===== src/include/adc_pp_pkg.sv =====
// constants shared by the converter post-processing and interrupt logic
`default_nettype none
package adc_pp_pkg;
    localparam int RAW_W     = 16;
    localparam int RES_W     = 17;
    localparam int NUM_PPB   = 2;
    localparam int NUM_LINES = 4;
    localparam int SLOT_W    = 4;
    localparam int TRIM_W    = 16;
    localparam int TRIM_AW   = 4;
    localparam int NUM_TRIMS = 10;
    localparam int PID_W     = 32;
    localparam int QUALIFICATION_FIELD_W    = 2;
    localparam int DEV_W     = 8;

    // trim store addresses: reference, six linearity words, offset, oscillator, output stage
    localparam logic [TRIM_AW-1:0] TRIM_REF_ADDR   = 4'h0;
    localparam logic [TRIM_AW-1:0] TRIM_LIN_ADDR   = 4'h1;
    localparam logic [TRIM_AW-1:0] TRIM_OFF_ADDR   = 4'h7;
    localparam logic [TRIM_AW-1:0] TRIM_OSC_ADDR   = 4'h8;
    localparam logic [TRIM_AW-1:0] TRIM_OUT_ADDR   = 4'h9;
    localparam logic [TRIM_AW-1:0] TRIM_COUNT      = 4'hA;
    localparam logic [TRIM_W-1:0]  TRIM_RST        = 16'h0000;

    // part identification low word layout
    localparam int                 PID_QUALIFICATION_FIELD_LSB    = 6;
    localparam int                 PID_DEV_LSB     = 8;
    localparam logic [QUALIFICATION_FIELD_W-1:0]  QUALIFICATION_FIELD_PROTOTYPE  = 2'h0;
    localparam logic [PID_W-1:0]   PID_RST         = 32'h00000000;

    localparam logic [RES_W-1:0]   RES_RST         = 17'h00000;
endpackage
`default_nettype wire


===== src/include/trim_port_if.sv =====
// write and read port between the control logic and the trim store
`default_nettype none
interface trim_port_if;
    logic                              we;
    logic [adc_pp_pkg::TRIM_AW-1:0]    waddr;
    logic [adc_pp_pkg::TRIM_W-1:0]     wdata;
    logic [adc_pp_pkg::TRIM_AW-1:0]    raddr;
    logic [adc_pp_pkg::TRIM_W-1:0]     rdata;
    modport owner (output we, output waddr, output wdata, output raddr, input rdata);
    modport store (input we, input waddr, input wdata, input raddr, output rdata);
endinterface
`default_nettype wire


===== src/hdl/trim_store.sv =====
// trim word store, zero after reset as on an unprogrammed part, registered read
`default_nettype none
module trim_store
(
    // clock and reset
    input  wire logic  i_clk,
    input  wire logic  i_rstn,
    // access port
    trim_port_if.store port
);
    logic [adc_pp_pkg::TRIM_W-1:0] mem_q [adc_pp_pkg::NUM_TRIMS];
    logic [adc_pp_pkg::TRIM_W-1:0] mem_d [adc_pp_pkg::NUM_TRIMS];
    logic [adc_pp_pkg::TRIM_W-1:0] rdata_q;
    logic [adc_pp_pkg::TRIM_W-1:0] rdata_d;
    logic                          written_q;
    logic                          written_d;

    always_comb
    begin
        mem_d     = mem_q;
        written_d = written_q | port.we;
        if (port.we && (port.waddr < adc_pp_pkg::TRIM_COUNT))
        begin
            mem_d[port.waddr] = port.wdata;
        end
        // out-of-range reads answer zero rather than aliasing
        rdata_d = (port.raddr < adc_pp_pkg::TRIM_COUNT) ? mem_q[port.raddr]
                                                         : adc_pp_pkg::TRIM_RST;
    end

    always_ff @(posedge i_clk or negedge i_rstn)
    begin
        if (!i_rstn)
        begin
            for (int i = 0; i < adc_pp_pkg::NUM_TRIMS; i++)
            begin
                mem_q[i] <= adc_pp_pkg::TRIM_RST;
            end
            rdata_q   <= adc_pp_pkg::TRIM_RST;
            written_q <= 1'b0;
        end
        else
        begin
            mem_q     <= mem_d;
            rdata_q   <= rdata_d;
            written_q <= written_d;
        end
    end

    assign port.rdata = rdata_q;
endmodule
`default_nettype wire


===== src/hdl/adc_pp_top.sv =====
// post-processing blocks, conversion interrupt flags, part ident and trims
`default_nettype none
module adc_pp_top
#(
    parameter logic [adc_pp_pkg::QUALIFICATION_FIELD_W-1:0] P_QUALIFICATION_FIELD        = adc_pp_pkg::QUALIFICATION_FIELD_PROTOTYPE,
    // device code value is arbitrary
    parameter logic [adc_pp_pkg::DEV_W-1:0]  P_DEVICE_CODE = 8'h5A
)
(
    // clock and reset
    input  wire logic                                          I_CLK,
    input  wire logic                                          I_RSTN,
    // converter result
    input  wire logic                                          I_CONV_DONE,
    input  wire logic [adc_pp_pkg::SLOT_W-1:0]                 I_CONV_SLOT,
    input  wire logic [adc_pp_pkg::RAW_W-1:0]                  I_RAW_RESULT,
    // post-processing configuration
    input  wire logic [adc_pp_pkg::NUM_PPB-1:0][3:0]           I_PPB_SLOT_SEL,
    input  wire logic [adc_pp_pkg::NUM_PPB-1:0][15:0]          I_PPB_OFFSET,
    input  wire logic [adc_pp_pkg::NUM_PPB-1:0][15:0]          I_PPB_HIGH_LIMIT,
    input  wire logic [adc_pp_pkg::NUM_PPB-1:0][15:0]          I_PPB_LOW_LIMIT,
    input  wire logic [adc_pp_pkg::NUM_PPB-1:0]                I_PPB_HIGH_EN,
    input  wire logic [adc_pp_pkg::NUM_PPB-1:0]                I_PPB_LOW_EN,
    // post-processing results
    output logic      [adc_pp_pkg::NUM_PPB-1:0][16:0]          O_PPB_RESULT,
    output logic      [adc_pp_pkg::NUM_PPB-1:0]                O_PPB_VALID,
    output logic      [adc_pp_pkg::NUM_PPB-1:0]                O_PPB_ZERO_CROSS,
    output logic      [adc_pp_pkg::NUM_PPB-1:0]                O_PPB_HIGH_TRIP,
    output logic      [adc_pp_pkg::NUM_PPB-1:0]                O_PPB_LOW_TRIP,
    output logic      [adc_pp_pkg::NUM_PPB-1:0]                O_PPB_LIMIT_UNRELIABLE,
    // conversion interrupts
    input  wire logic [adc_pp_pkg::NUM_LINES-1:0][3:0]         I_INT_SLOT_SEL,
    input  wire logic [adc_pp_pkg::NUM_LINES-1:0]              I_INT_CONT,
    input  wire logic [adc_pp_pkg::NUM_LINES-1:0]              I_INT_FLAG_CLR,
    input  wire logic [adc_pp_pkg::NUM_LINES-1:0]              I_INT_OVF_CLR,
    output logic      [adc_pp_pkg::NUM_LINES-1:0]              O_INT_FLAG,
    output logic      [adc_pp_pkg::NUM_LINES-1:0]              O_INT_OVF,
    output logic      [adc_pp_pkg::NUM_LINES-1:0]              O_INT_PULSE,
    // identification
    output logic      [adc_pp_pkg::PID_W-1:0]                  O_PART_IDENT_LOW,
    // trims
    input  wire logic                                          I_TRIM_WE,
    input  wire logic [adc_pp_pkg::TRIM_AW-1:0]                I_TRIM_WADDR,
    input  wire logic [adc_pp_pkg::TRIM_W-1:0]                 I_TRIM_WDATA,
    input  wire logic [adc_pp_pkg::TRIM_AW-1:0]                I_TRIM_RADDR,
    output logic      [adc_pp_pkg::TRIM_W-1:0]                 O_TRIM_RDATA
);
    localparam int NP = adc_pp_pkg::NUM_PPB;
    localparam int NL = adc_pp_pkg::NUM_LINES;

    function automatic logic slot_hit(input logic done, input logic [3:0] slot,
                                      input logic [3:0] sel);
        slot_hit = done && (slot == sel);
    endfunction

    // post-processing state
    logic [NP-1:0][16:0] res_q;
    logic [NP-1:0][16:0] res_d;
    logic [NP-1:0]       vld_q;
    logic [NP-1:0]       vld_d;
    logic [NP-1:0]       zc_q;
    logic [NP-1:0]       zc_d;
    logic [NP-1:0]       hi_q;
    logic [NP-1:0]       hi_d;
    logic [NP-1:0]       lo_q;
    logic [NP-1:0]       lo_d;
    logic [NP-1:0]       unrel_q;
    logic [NP-1:0]       unrel_d;
    logic [NP-1:0]       has_prev_q;
    logic [NP-1:0]       has_prev_d;
    logic [NP-1:0]       hit;
    logic [16:0]         diff;

    always_comb
    begin
        res_d      = res_q;
        has_prev_d = has_prev_q;
        zc_d       = '0;
        hi_d       = '0;
        lo_d       = '0;
        diff       = adc_pp_pkg::RES_RST;
        for (int p = 0; p < NP; p++)
        begin
            hit[p]     = slot_hit(I_CONV_DONE, I_CONV_SLOT, I_PPB_SLOT_SEL[p]);
            vld_d[p]   = hit[p];
            // limit results degrade whenever offset and compare are used together
            unrel_d[p] = (I_PPB_HIGH_EN[p] | I_PPB_LOW_EN[p])
                         && (I_PPB_OFFSET[p] != 16'h0000);
            if (hit[p])
            begin
                diff     = {1'b0, I_RAW_RESULT} - {1'b0, I_PPB_OFFSET[p]};
                res_d[p] = diff;
                has_prev_d[p] = 1'b1;
                zc_d[p]  = has_prev_q[p] && (diff[16] != res_q[p][16]);
                // the compare ignores the sign bit, matching the silicon flaw
                hi_d[p]  = I_PPB_HIGH_EN[p] && (diff[15:0] > I_PPB_HIGH_LIMIT[p]);
                lo_d[p]  = I_PPB_LOW_EN[p] && (diff[15:0] < I_PPB_LOW_LIMIT[p]);
            end
        end
    end

    always_ff @(posedge I_CLK or negedge I_RSTN)
    begin
        if (!I_RSTN)
        begin
            res_q      <= '0;
            vld_q      <= '0;
            zc_q       <= '0;
            hi_q       <= '0;
            lo_q       <= '0;
            unrel_q    <= '0;
            has_prev_q <= '0;
        end
        else
        begin
            res_q      <= res_d;
            vld_q      <= vld_d;
            zc_q       <= zc_d;
            hi_q       <= hi_d;
            lo_q       <= lo_d;
            unrel_q    <= unrel_d;
            has_prev_q <= has_prev_d;
        end
    end

    assign O_PPB_RESULT           = res_q;
    assign O_PPB_VALID            = vld_q;
    assign O_PPB_ZERO_CROSS       = zc_q;
    assign O_PPB_HIGH_TRIP        = hi_q;
    assign O_PPB_LOW_TRIP         = lo_q;
    assign O_PPB_LIMIT_UNRELIABLE = unrel_q;

    // interrupt state
    logic [NL-1:0] ev;
    logic [NL-1:0] flag_q;
    logic [NL-1:0] flag_d;
    logic [NL-1:0] ovf_q;
    logic [NL-1:0] ovf_d;
    logic [NL-1:0] pulse_q;
    logic [NL-1:0] pulse_d;

    always_comb
    begin
        for (int n = 0; n < NL; n++)
        begin
            ev[n]      = slot_hit(I_CONV_DONE, I_CONV_SLOT, I_INT_SLOT_SEL[n]);
            // a new event wins over a clear in the same cycle
            flag_d[n]  = (flag_q[n] & ~I_INT_FLAG_CLR[n]) | ev[n];
            pulse_d[n] = ev[n] && (I_INT_CONT[n] || !flag_q[n]);
            ovf_d[n]   = (ovf_q[n] & ~I_INT_OVF_CLR[n]) | (ev[n] & flag_q[n]);
        end
    end

    always_ff @(posedge I_CLK or negedge I_RSTN)
    begin
        if (!I_RSTN)
        begin
            flag_q  <= '0;
            ovf_q   <= '0;
            pulse_q <= '0;
        end
        else
        begin
            flag_q  <= flag_d;
            ovf_q   <= ovf_d;
            pulse_q <= pulse_d;
        end
    end

    assign O_INT_FLAG  = flag_q;
    assign O_INT_OVF   = ovf_q;
    assign O_INT_PULSE = pulse_q;

    // identification word, zero in reset, loaded on the first edge after reset and constant from then on
    logic [adc_pp_pkg::PID_W-1:0] pid_q;
    logic [adc_pp_pkg::PID_W-1:0] pid_d;

    always_comb
    begin
        pid_d = adc_pp_pkg::PID_RST;
        pid_d[adc_pp_pkg::PID_QUALIFICATION_FIELD_LSB +: adc_pp_pkg::QUALIFICATION_FIELD_W] = P_QUALIFICATION_FIELD;
        pid_d[adc_pp_pkg::PID_DEV_LSB +: adc_pp_pkg::DEV_W]   = P_DEVICE_CODE;
    end

    always_ff @(posedge I_CLK or negedge I_RSTN)
    begin
        if (!I_RSTN)
        begin
            pid_q <= adc_pp_pkg::PID_RST;
        end
        else
        begin
            pid_q <= pid_d;
        end
    end

    assign O_PART_IDENT_LOW = pid_q;

    // trims
    trim_port_if trim_port ();

    assign trim_port.we    = I_TRIM_WE;
    assign trim_port.waddr = I_TRIM_WADDR;
    assign trim_port.wdata = I_TRIM_WDATA;
    assign trim_port.raddr = I_TRIM_RADDR;
    assign O_TRIM_RDATA    = trim_port.rdata;

    trim_store u_trim_store
    (
        .i_clk  (I_CLK),
        .i_rstn (I_RSTN),
        .port   (trim_port.store)
    );

    for (genvar p = 0; p < NP; p++)
    begin : g_chk

    end

    for (genvar n = 0; n < NL; n++)
    begin : g_chk_int

    end
endmodule
`default_nettype wire


===== config.mk =====
export PLATFORM = sky130hd
export DESIGN_NAME = adc_pp_top
export DESIGN_NICKNAME = d
export VERILOG_FILES = /design/src/include/adc_pp_pkg.sv /design/src/include/trim_port_if.sv /design/src/hdl/trim_store.sv /design/src/hdl/adc_pp_top.sv
export SDC_FILE = /design/constraint.sdc
export NUM_CORES = 1
export LEC_CHECK = 0
export ABC_AREA = 1
export BUFFER_PORTS_ARGS = -buffer_cell sky130_fd_sc_hd__buf_2
export CORE_UTILIZATION = 35
export CTS_CLUSTER_DIAMETER = 150
export DETAILED_ROUTE_END_ITERATION = 12
export PLACE_DENSITY_LB_ADDON = 0.05
export SETUP_SLACK_MARGIN = 0.1
export SLEW_MARGIN = 20
export SYNTH_ARGS = -nofsm -noshare
export SYNTH_HDL_FRONTEND = slang
export SYNTH_SLANG_ARGS = --single-unit
export TNS_END_PERCENT = 1

===== constraint.sdc =====
create_clock -name I_CLK -period 1.35 [get_ports I_CLK]
set_clock_uncertainty 0.1 [all_clocks]
set_input_delay 0.135 -clock I_CLK [delete_from_list [all_inputs] [get_ports I_CLK]]
set_output_delay 0.135 -clock I_CLK [all_outputs]
set_load 0.02 [all_outputs]

After elaboration in Yosys (flattened, before gate mapping)
Index checks and enable logic that the tools add are counted.
Cells by class
  add/subtract/negate cells: 2
  order comparisons: 9
  equal/unequal tests: 8
  muxes and demuxes: 13
  bitwise operators: 32
  reduce and logical (&&, ||, !) cells: 30
Operator list (count)
  $bwmux 160: 1
  $bmux 16 s4: 1
  $demux 16 s4: 1
  $mux 16: 4
  $sub 16x16->17: 2
  $gt 16x16->1: 2
  $lt 16x16->1: 2
  $reduce_bool 16->1: 2
  $eq 4x4->1: 6
  $logic_and 1x1->1: 20
  $and 1x1->1: 12
  $ge 5x5->1 const B: 2
  $not 4->5: 2
  $or 1x1->1: 10
  $lt 4x4->1 const B: 2
  $not 1->1: 8
  $mux 1: 6
  $lt 5x1->1 const B: 1
  $logic_not 1->1: 4
  $logic_or 1x1->1: 4
  $ne 1x1->1: 2
Word-level totals
  register bits: 235
  input bits: 184
  output and inout port bits: 104
  word-level logic and storage cells: 118

Longest topological paths before layout
  depth in word-level cells: 6
  gate-level depth with buffers: 19
  depth with buffers taken out: 19

Hierarchy
From an unflattened synthesis, not the netlist that was laid out.
Second synthesis, totals
  cell total of the unflattened synthesis: 2011
  area, all modules: 14498.9 µm²
Modules (own cells, without submodules)
  trim_store: instances 1, cells an instance 1002, area an instance 7957.6 µm²
  adc_pp_top: instances 1, cells an instance 1009, area an instance 6541.3 µm²

Worst setup path before layout
No wires, ideal clock.
  path type: in2reg
  start point: input I_RAW_RESULT[0] (netlist name)
  end point: register hi_q[0] (netlist: O_PPB_HIGH_TRIP[0])
  data arrival time: 2243 ps
  required time: 1129 ps
  setup slack: -1114 ps
  cell stages on the path: 17
  path buffers: 0
  path through: inv_1 -> ha_1 -> fa_1 -> inv_1 -> nand4_1 -> nand2_1 -> nand2_1 -> nand2_1 -> nand2_1 -> and2_1 -> ha_1 -> nand2_1 -> nor2_1 -> nand4_1 -> or2_2 -> nand3_1 -> a21oi_1
On the way
  word-level cells in the longest chain between the ends: 4
RTL lines
  start, declared: RTL line adc_pp_top.sv:16  | input wire logic [adc_pp_pkg::RAW_W-1:0] I_RAW_RESULT,
  $sub 16x16->17: RTL line adc_pp_top.sv:91  | diff = {1'b0, I_RAW_RESULT} - {1'b0, I_PPB_OFFSET[p]};
  $gt 16x16->1: RTL line adc_pp_top.sv:96  | hi_d[p] = I_PPB_HIGH_EN[p] && (diff[15:0] > I_PPB_HIGH_LIMIT[p]);
  $logic_and 1x1->1: RTL line adc_pp_top.sv:96
  $mux 1: RTL line adc_pp_top.sv:89  | if (hit[p])
  via hi_d[0]: RTL line adc_pp_top.sv:64  | logic [NP-1:0] hi_d;
  end signal, assigned: RTL line adc_pp_top.sv:119  | hi_q <= hi_d;
  end, declared: RTL line adc_pp_top.sv:63  | logic [NP-1:0] hi_q;
The timed path passes the listed nets, and every way through them passes these cells.
A chain may end at the register's enable or synchronous reset.

Final worst setup path
Ends and elaborated chain as after synthesis.

==> results.yml <==
worst_hold_path:
  worst_hold_path_type: "in -> reg"
clocking:
  clock-sinks: 235
  cts-buffers-inserted: 29
  insertion_delay_ps: 560
  cts_tree: "done"
  cts.clk_slew.worst_paths_ps: 60
  clockBufferDepth: 3
  cts_max_level: 1
  hold_buffers: 75
  cts-root-buf: "clkbuf_16"
yosys:
  yosysSeqAreaShare_pct: 41.43
  yosysWarnings: 0
  ys_ff_latch: 235
  synth.most_common_cell: "nand2_1"
  synthArstFlopShare_pct: 100.0
  synth_flop_cell: "dfrtp_1"
  synth_top_area_share_pct: 41.43
  synth_top_area_cell: "dfrtp_1"
  synthTopCellsByArea: "dfrtp_1, nand2_1, ha_1"
  syn_area_um2: 14190
  synthTopCellsByCount: "nand2_1, inv_1, dfrtp_1"
  ys_types: 45
  syn_area_per_cell_um2: 7.583
  netlist_instances: 1872
  synth-edff-count: 0
detailed_routing:
  vias_per_cell: 4.701
  drt-initial-drc-count: 648
  first_pass_iters: 5
  postRouteAntennaNets: 0
  drc: 0
  vias: 13590
  routedWlPerCell_um: 15.40
  wl_um: 44530
sta:
  fin_crit_sh_pct: 147.3
  setup-tns-final_ps: -2435
  fin_crit_ps: 1989
  setup_viol: 10
  layout_setup_ws_ps: -639.1
  finalHoldViolations: 19
  max_freq_mhz: 502.7
  drv_slew: 0
  rsz0062_at_grt: "yes"
  holdWs_ps: -87.19
finish:
  finalInstanceArea_um2: 19980
  syn_to_final_growth_pct: 40.77
  fin_util_pct: 50.18
  nNetsFinal: 2625
  layout-drive-gt1-share_pct: 27.08
  diodes: 0
outcome:
  outcome: "finished, violations left"
  violations: "hold timing, setup timing"
critical_path:
  startpoint_type: "primary input"
  cp_data_required_time_ps: 1680
  worst-path-max-fanout: 4
  cp-end-kind: "flip-flop"
  arrival_ps: 2320
  critPathKind: "in -> reg"
global_routing:
  antenna_found_initial: 0
  grt_use_total_pct: 21.63
  grt_first_pass_wirelength_um: 71060
  globalRouteOverflowTotal: 0
  grt_pass1_vias: 13440
  grt_max_degree: 51
floorplanning:
  rows: 73
  dieArea_um2: 41370
  core_area_um2: 39820
  die_w_um: 203.4
  io_pins: 288
  start_util_pct: 35.64
  die_height_um: 203.4
pwr:
  p_comb_share_pct: 29.9
  clock_power_share_pct: 33.0
  p_int_mw: 16.97
  p_sw_share_pct: 32.35
  p_leak_nw: 10.46
  seq_power_share_pct: 37.1
  p_per_area_nw_per_um2: 1255
  peakVddDrop_mv: 0.9905
  power.switching_mw: 8.116
place:
  dp_hpwl_um: 33060
  io_buffers: 259
  place_area_um2: 17420
  place_ws_ps: -1344
  place.gp.congestion: 0.8876
flow_run:
  cap_violations: 0
state kept, by name, indices dropped and copies added (netlist names):
signal                   cells
O_INT_FLAG                   4
O_INT_OVF                    4
O_INT_PULSE                  4
O_PART_IDENT_LOW             1
O_PPB_HIGH_TRIP              2
O_PPB_LIMIT_UNRELIABLE       2
O_PPB_LOW_TRIP               2
O_PPB_RESULT                34
O_PPB_VALID                  2
O_PPB_ZERO_CROSS             2
has_prev_q                   2
u_trim_store.mem_q         160
u_trim_store.port.rdata     16
logic make-up after synthesis:
group | count (synthesis) | synth area share (%)
other | 2 | 0.05291
multiplexers | 9 | 0.6347
flip-flops | 235 | 41.43
AND/OR/NAND/NOR | 784 | 22.87
AO/OA/AOI/OAI | 369 | 14.09
buffers and inverters | 359 | 11.19
adder cells (fa/ha/maj) | 96 | 8.568
XOR/XNOR | 18 | 1.164
final cells by class:
type	instances	area (µm²)
clock buffer	40	837.1
clock inverter	13	172.7
fill	3978	19840
inverter	264	1011
multi-input combinational	1305	7448
sequential	235	5883
tap	525	656.9
timing repair buffer	510	3973
per-stage QoR:
| step | std cells | total power, mW |
|---|---|---|
| after floorplan | 1899 | 13.35 |
| after global placement | 2763 | 16.04 |
| after detailed placement | 2763 | 16.14 |
| after CTS | 2892 | 25.10 |
| after global routing | 2892 | 26.70 |
| final | 2892 | 25.08 |
power by group through the flow:
stage	Clock, mW	Sequential, mW	Combinational, mW
finish	8.27	9.31	7.51
global route	8.78	9.48	8.44
floorplan	0	9.75	3.60
CTS	8.48	9.28	7.33
detailed placement	0	9.33	6.81
global placement	0	9.31	6.73
cells in the final DEF (no fill, tap or decap), drive strengths merged:
cell / count
xnor2: 3
nor2: 115
or2: 4
fa: 2
and3b: 1
nand3b: 7
clkinv: 8
bufinv: 4
xor2: 15
clkbuf: 40
inv: 265
o21ai: 240
dfrtp: 235
a21oi: 88
mux2i: 9
and2: 19
a211oi: 1
a31oi: 2
o2111ai: 9
o22ai: 6
ha: 94
o21a: 3
o211ai: 19
conb: 29
nand4: 14
nor4: 5
nand2: 527
dlygate4sd3: 75
nand3: 81
a21o: 1
buf: 435
nor3: 11
worst paths after layout:
kind / slack [ps] / startpoint / cells after the start / to
max: -640 / I_RAW_RESULT[0] / 18 / O_PPB_HIGH_TRIP[0]
min: -90 / I_PPB_OFFSET[1] / 3 / O_PPB_LIMIT_UNRELIABLE[0]
max reg2reg: 90 / u_trim_store.mem_q[59] / 4 / u_trim_store.port.rdata[11]
min reg2reg: 350 / has_prev_q[1] / 2 / has_prev_q[1]
max in group asynchronous: 570 / I_RSTN / 3 / u_trim_store.mem_q[139]
min in group asynchronous: -40 / I_RSTN / 2 / O_PART_IDENT_LOW[9]
layer usage:
layer,share of wire (%),vias up,GRT usage (%)
met5,0,-,0
met4,2.6,0,6.686
met3,3.8,61,2.605
met2,50,245,37.97
met1,44,6386,27.61
li1,-,6902,-
timing repair:
| item | CTS | global route |
|---|---|---|
| setup endpoints to repair | 101 | 115 |
| hold endpoints to repair | 413 | 27 |
| pin swaps | 12 | 33 |
| gates resized for setup | 113 | 98 |
| buffers inserted | 1 | 0 |
critical path: stages:
cell and delay (ps):
buf_6 110, inv_16 40, ha_4 160, fa_2 350
inv_2 60, nand4_1 80, nand2_2 130, nand2_2 80
nand2_2 70, nand2_2 50, and2_4 150, ha_4 250
nand2_2 50, nor2_2 80, nand4_1 140, or2_4 260
nand3_2 60, a21oi_1 50
Note: power is estimated with default switching activity, not from simulation.
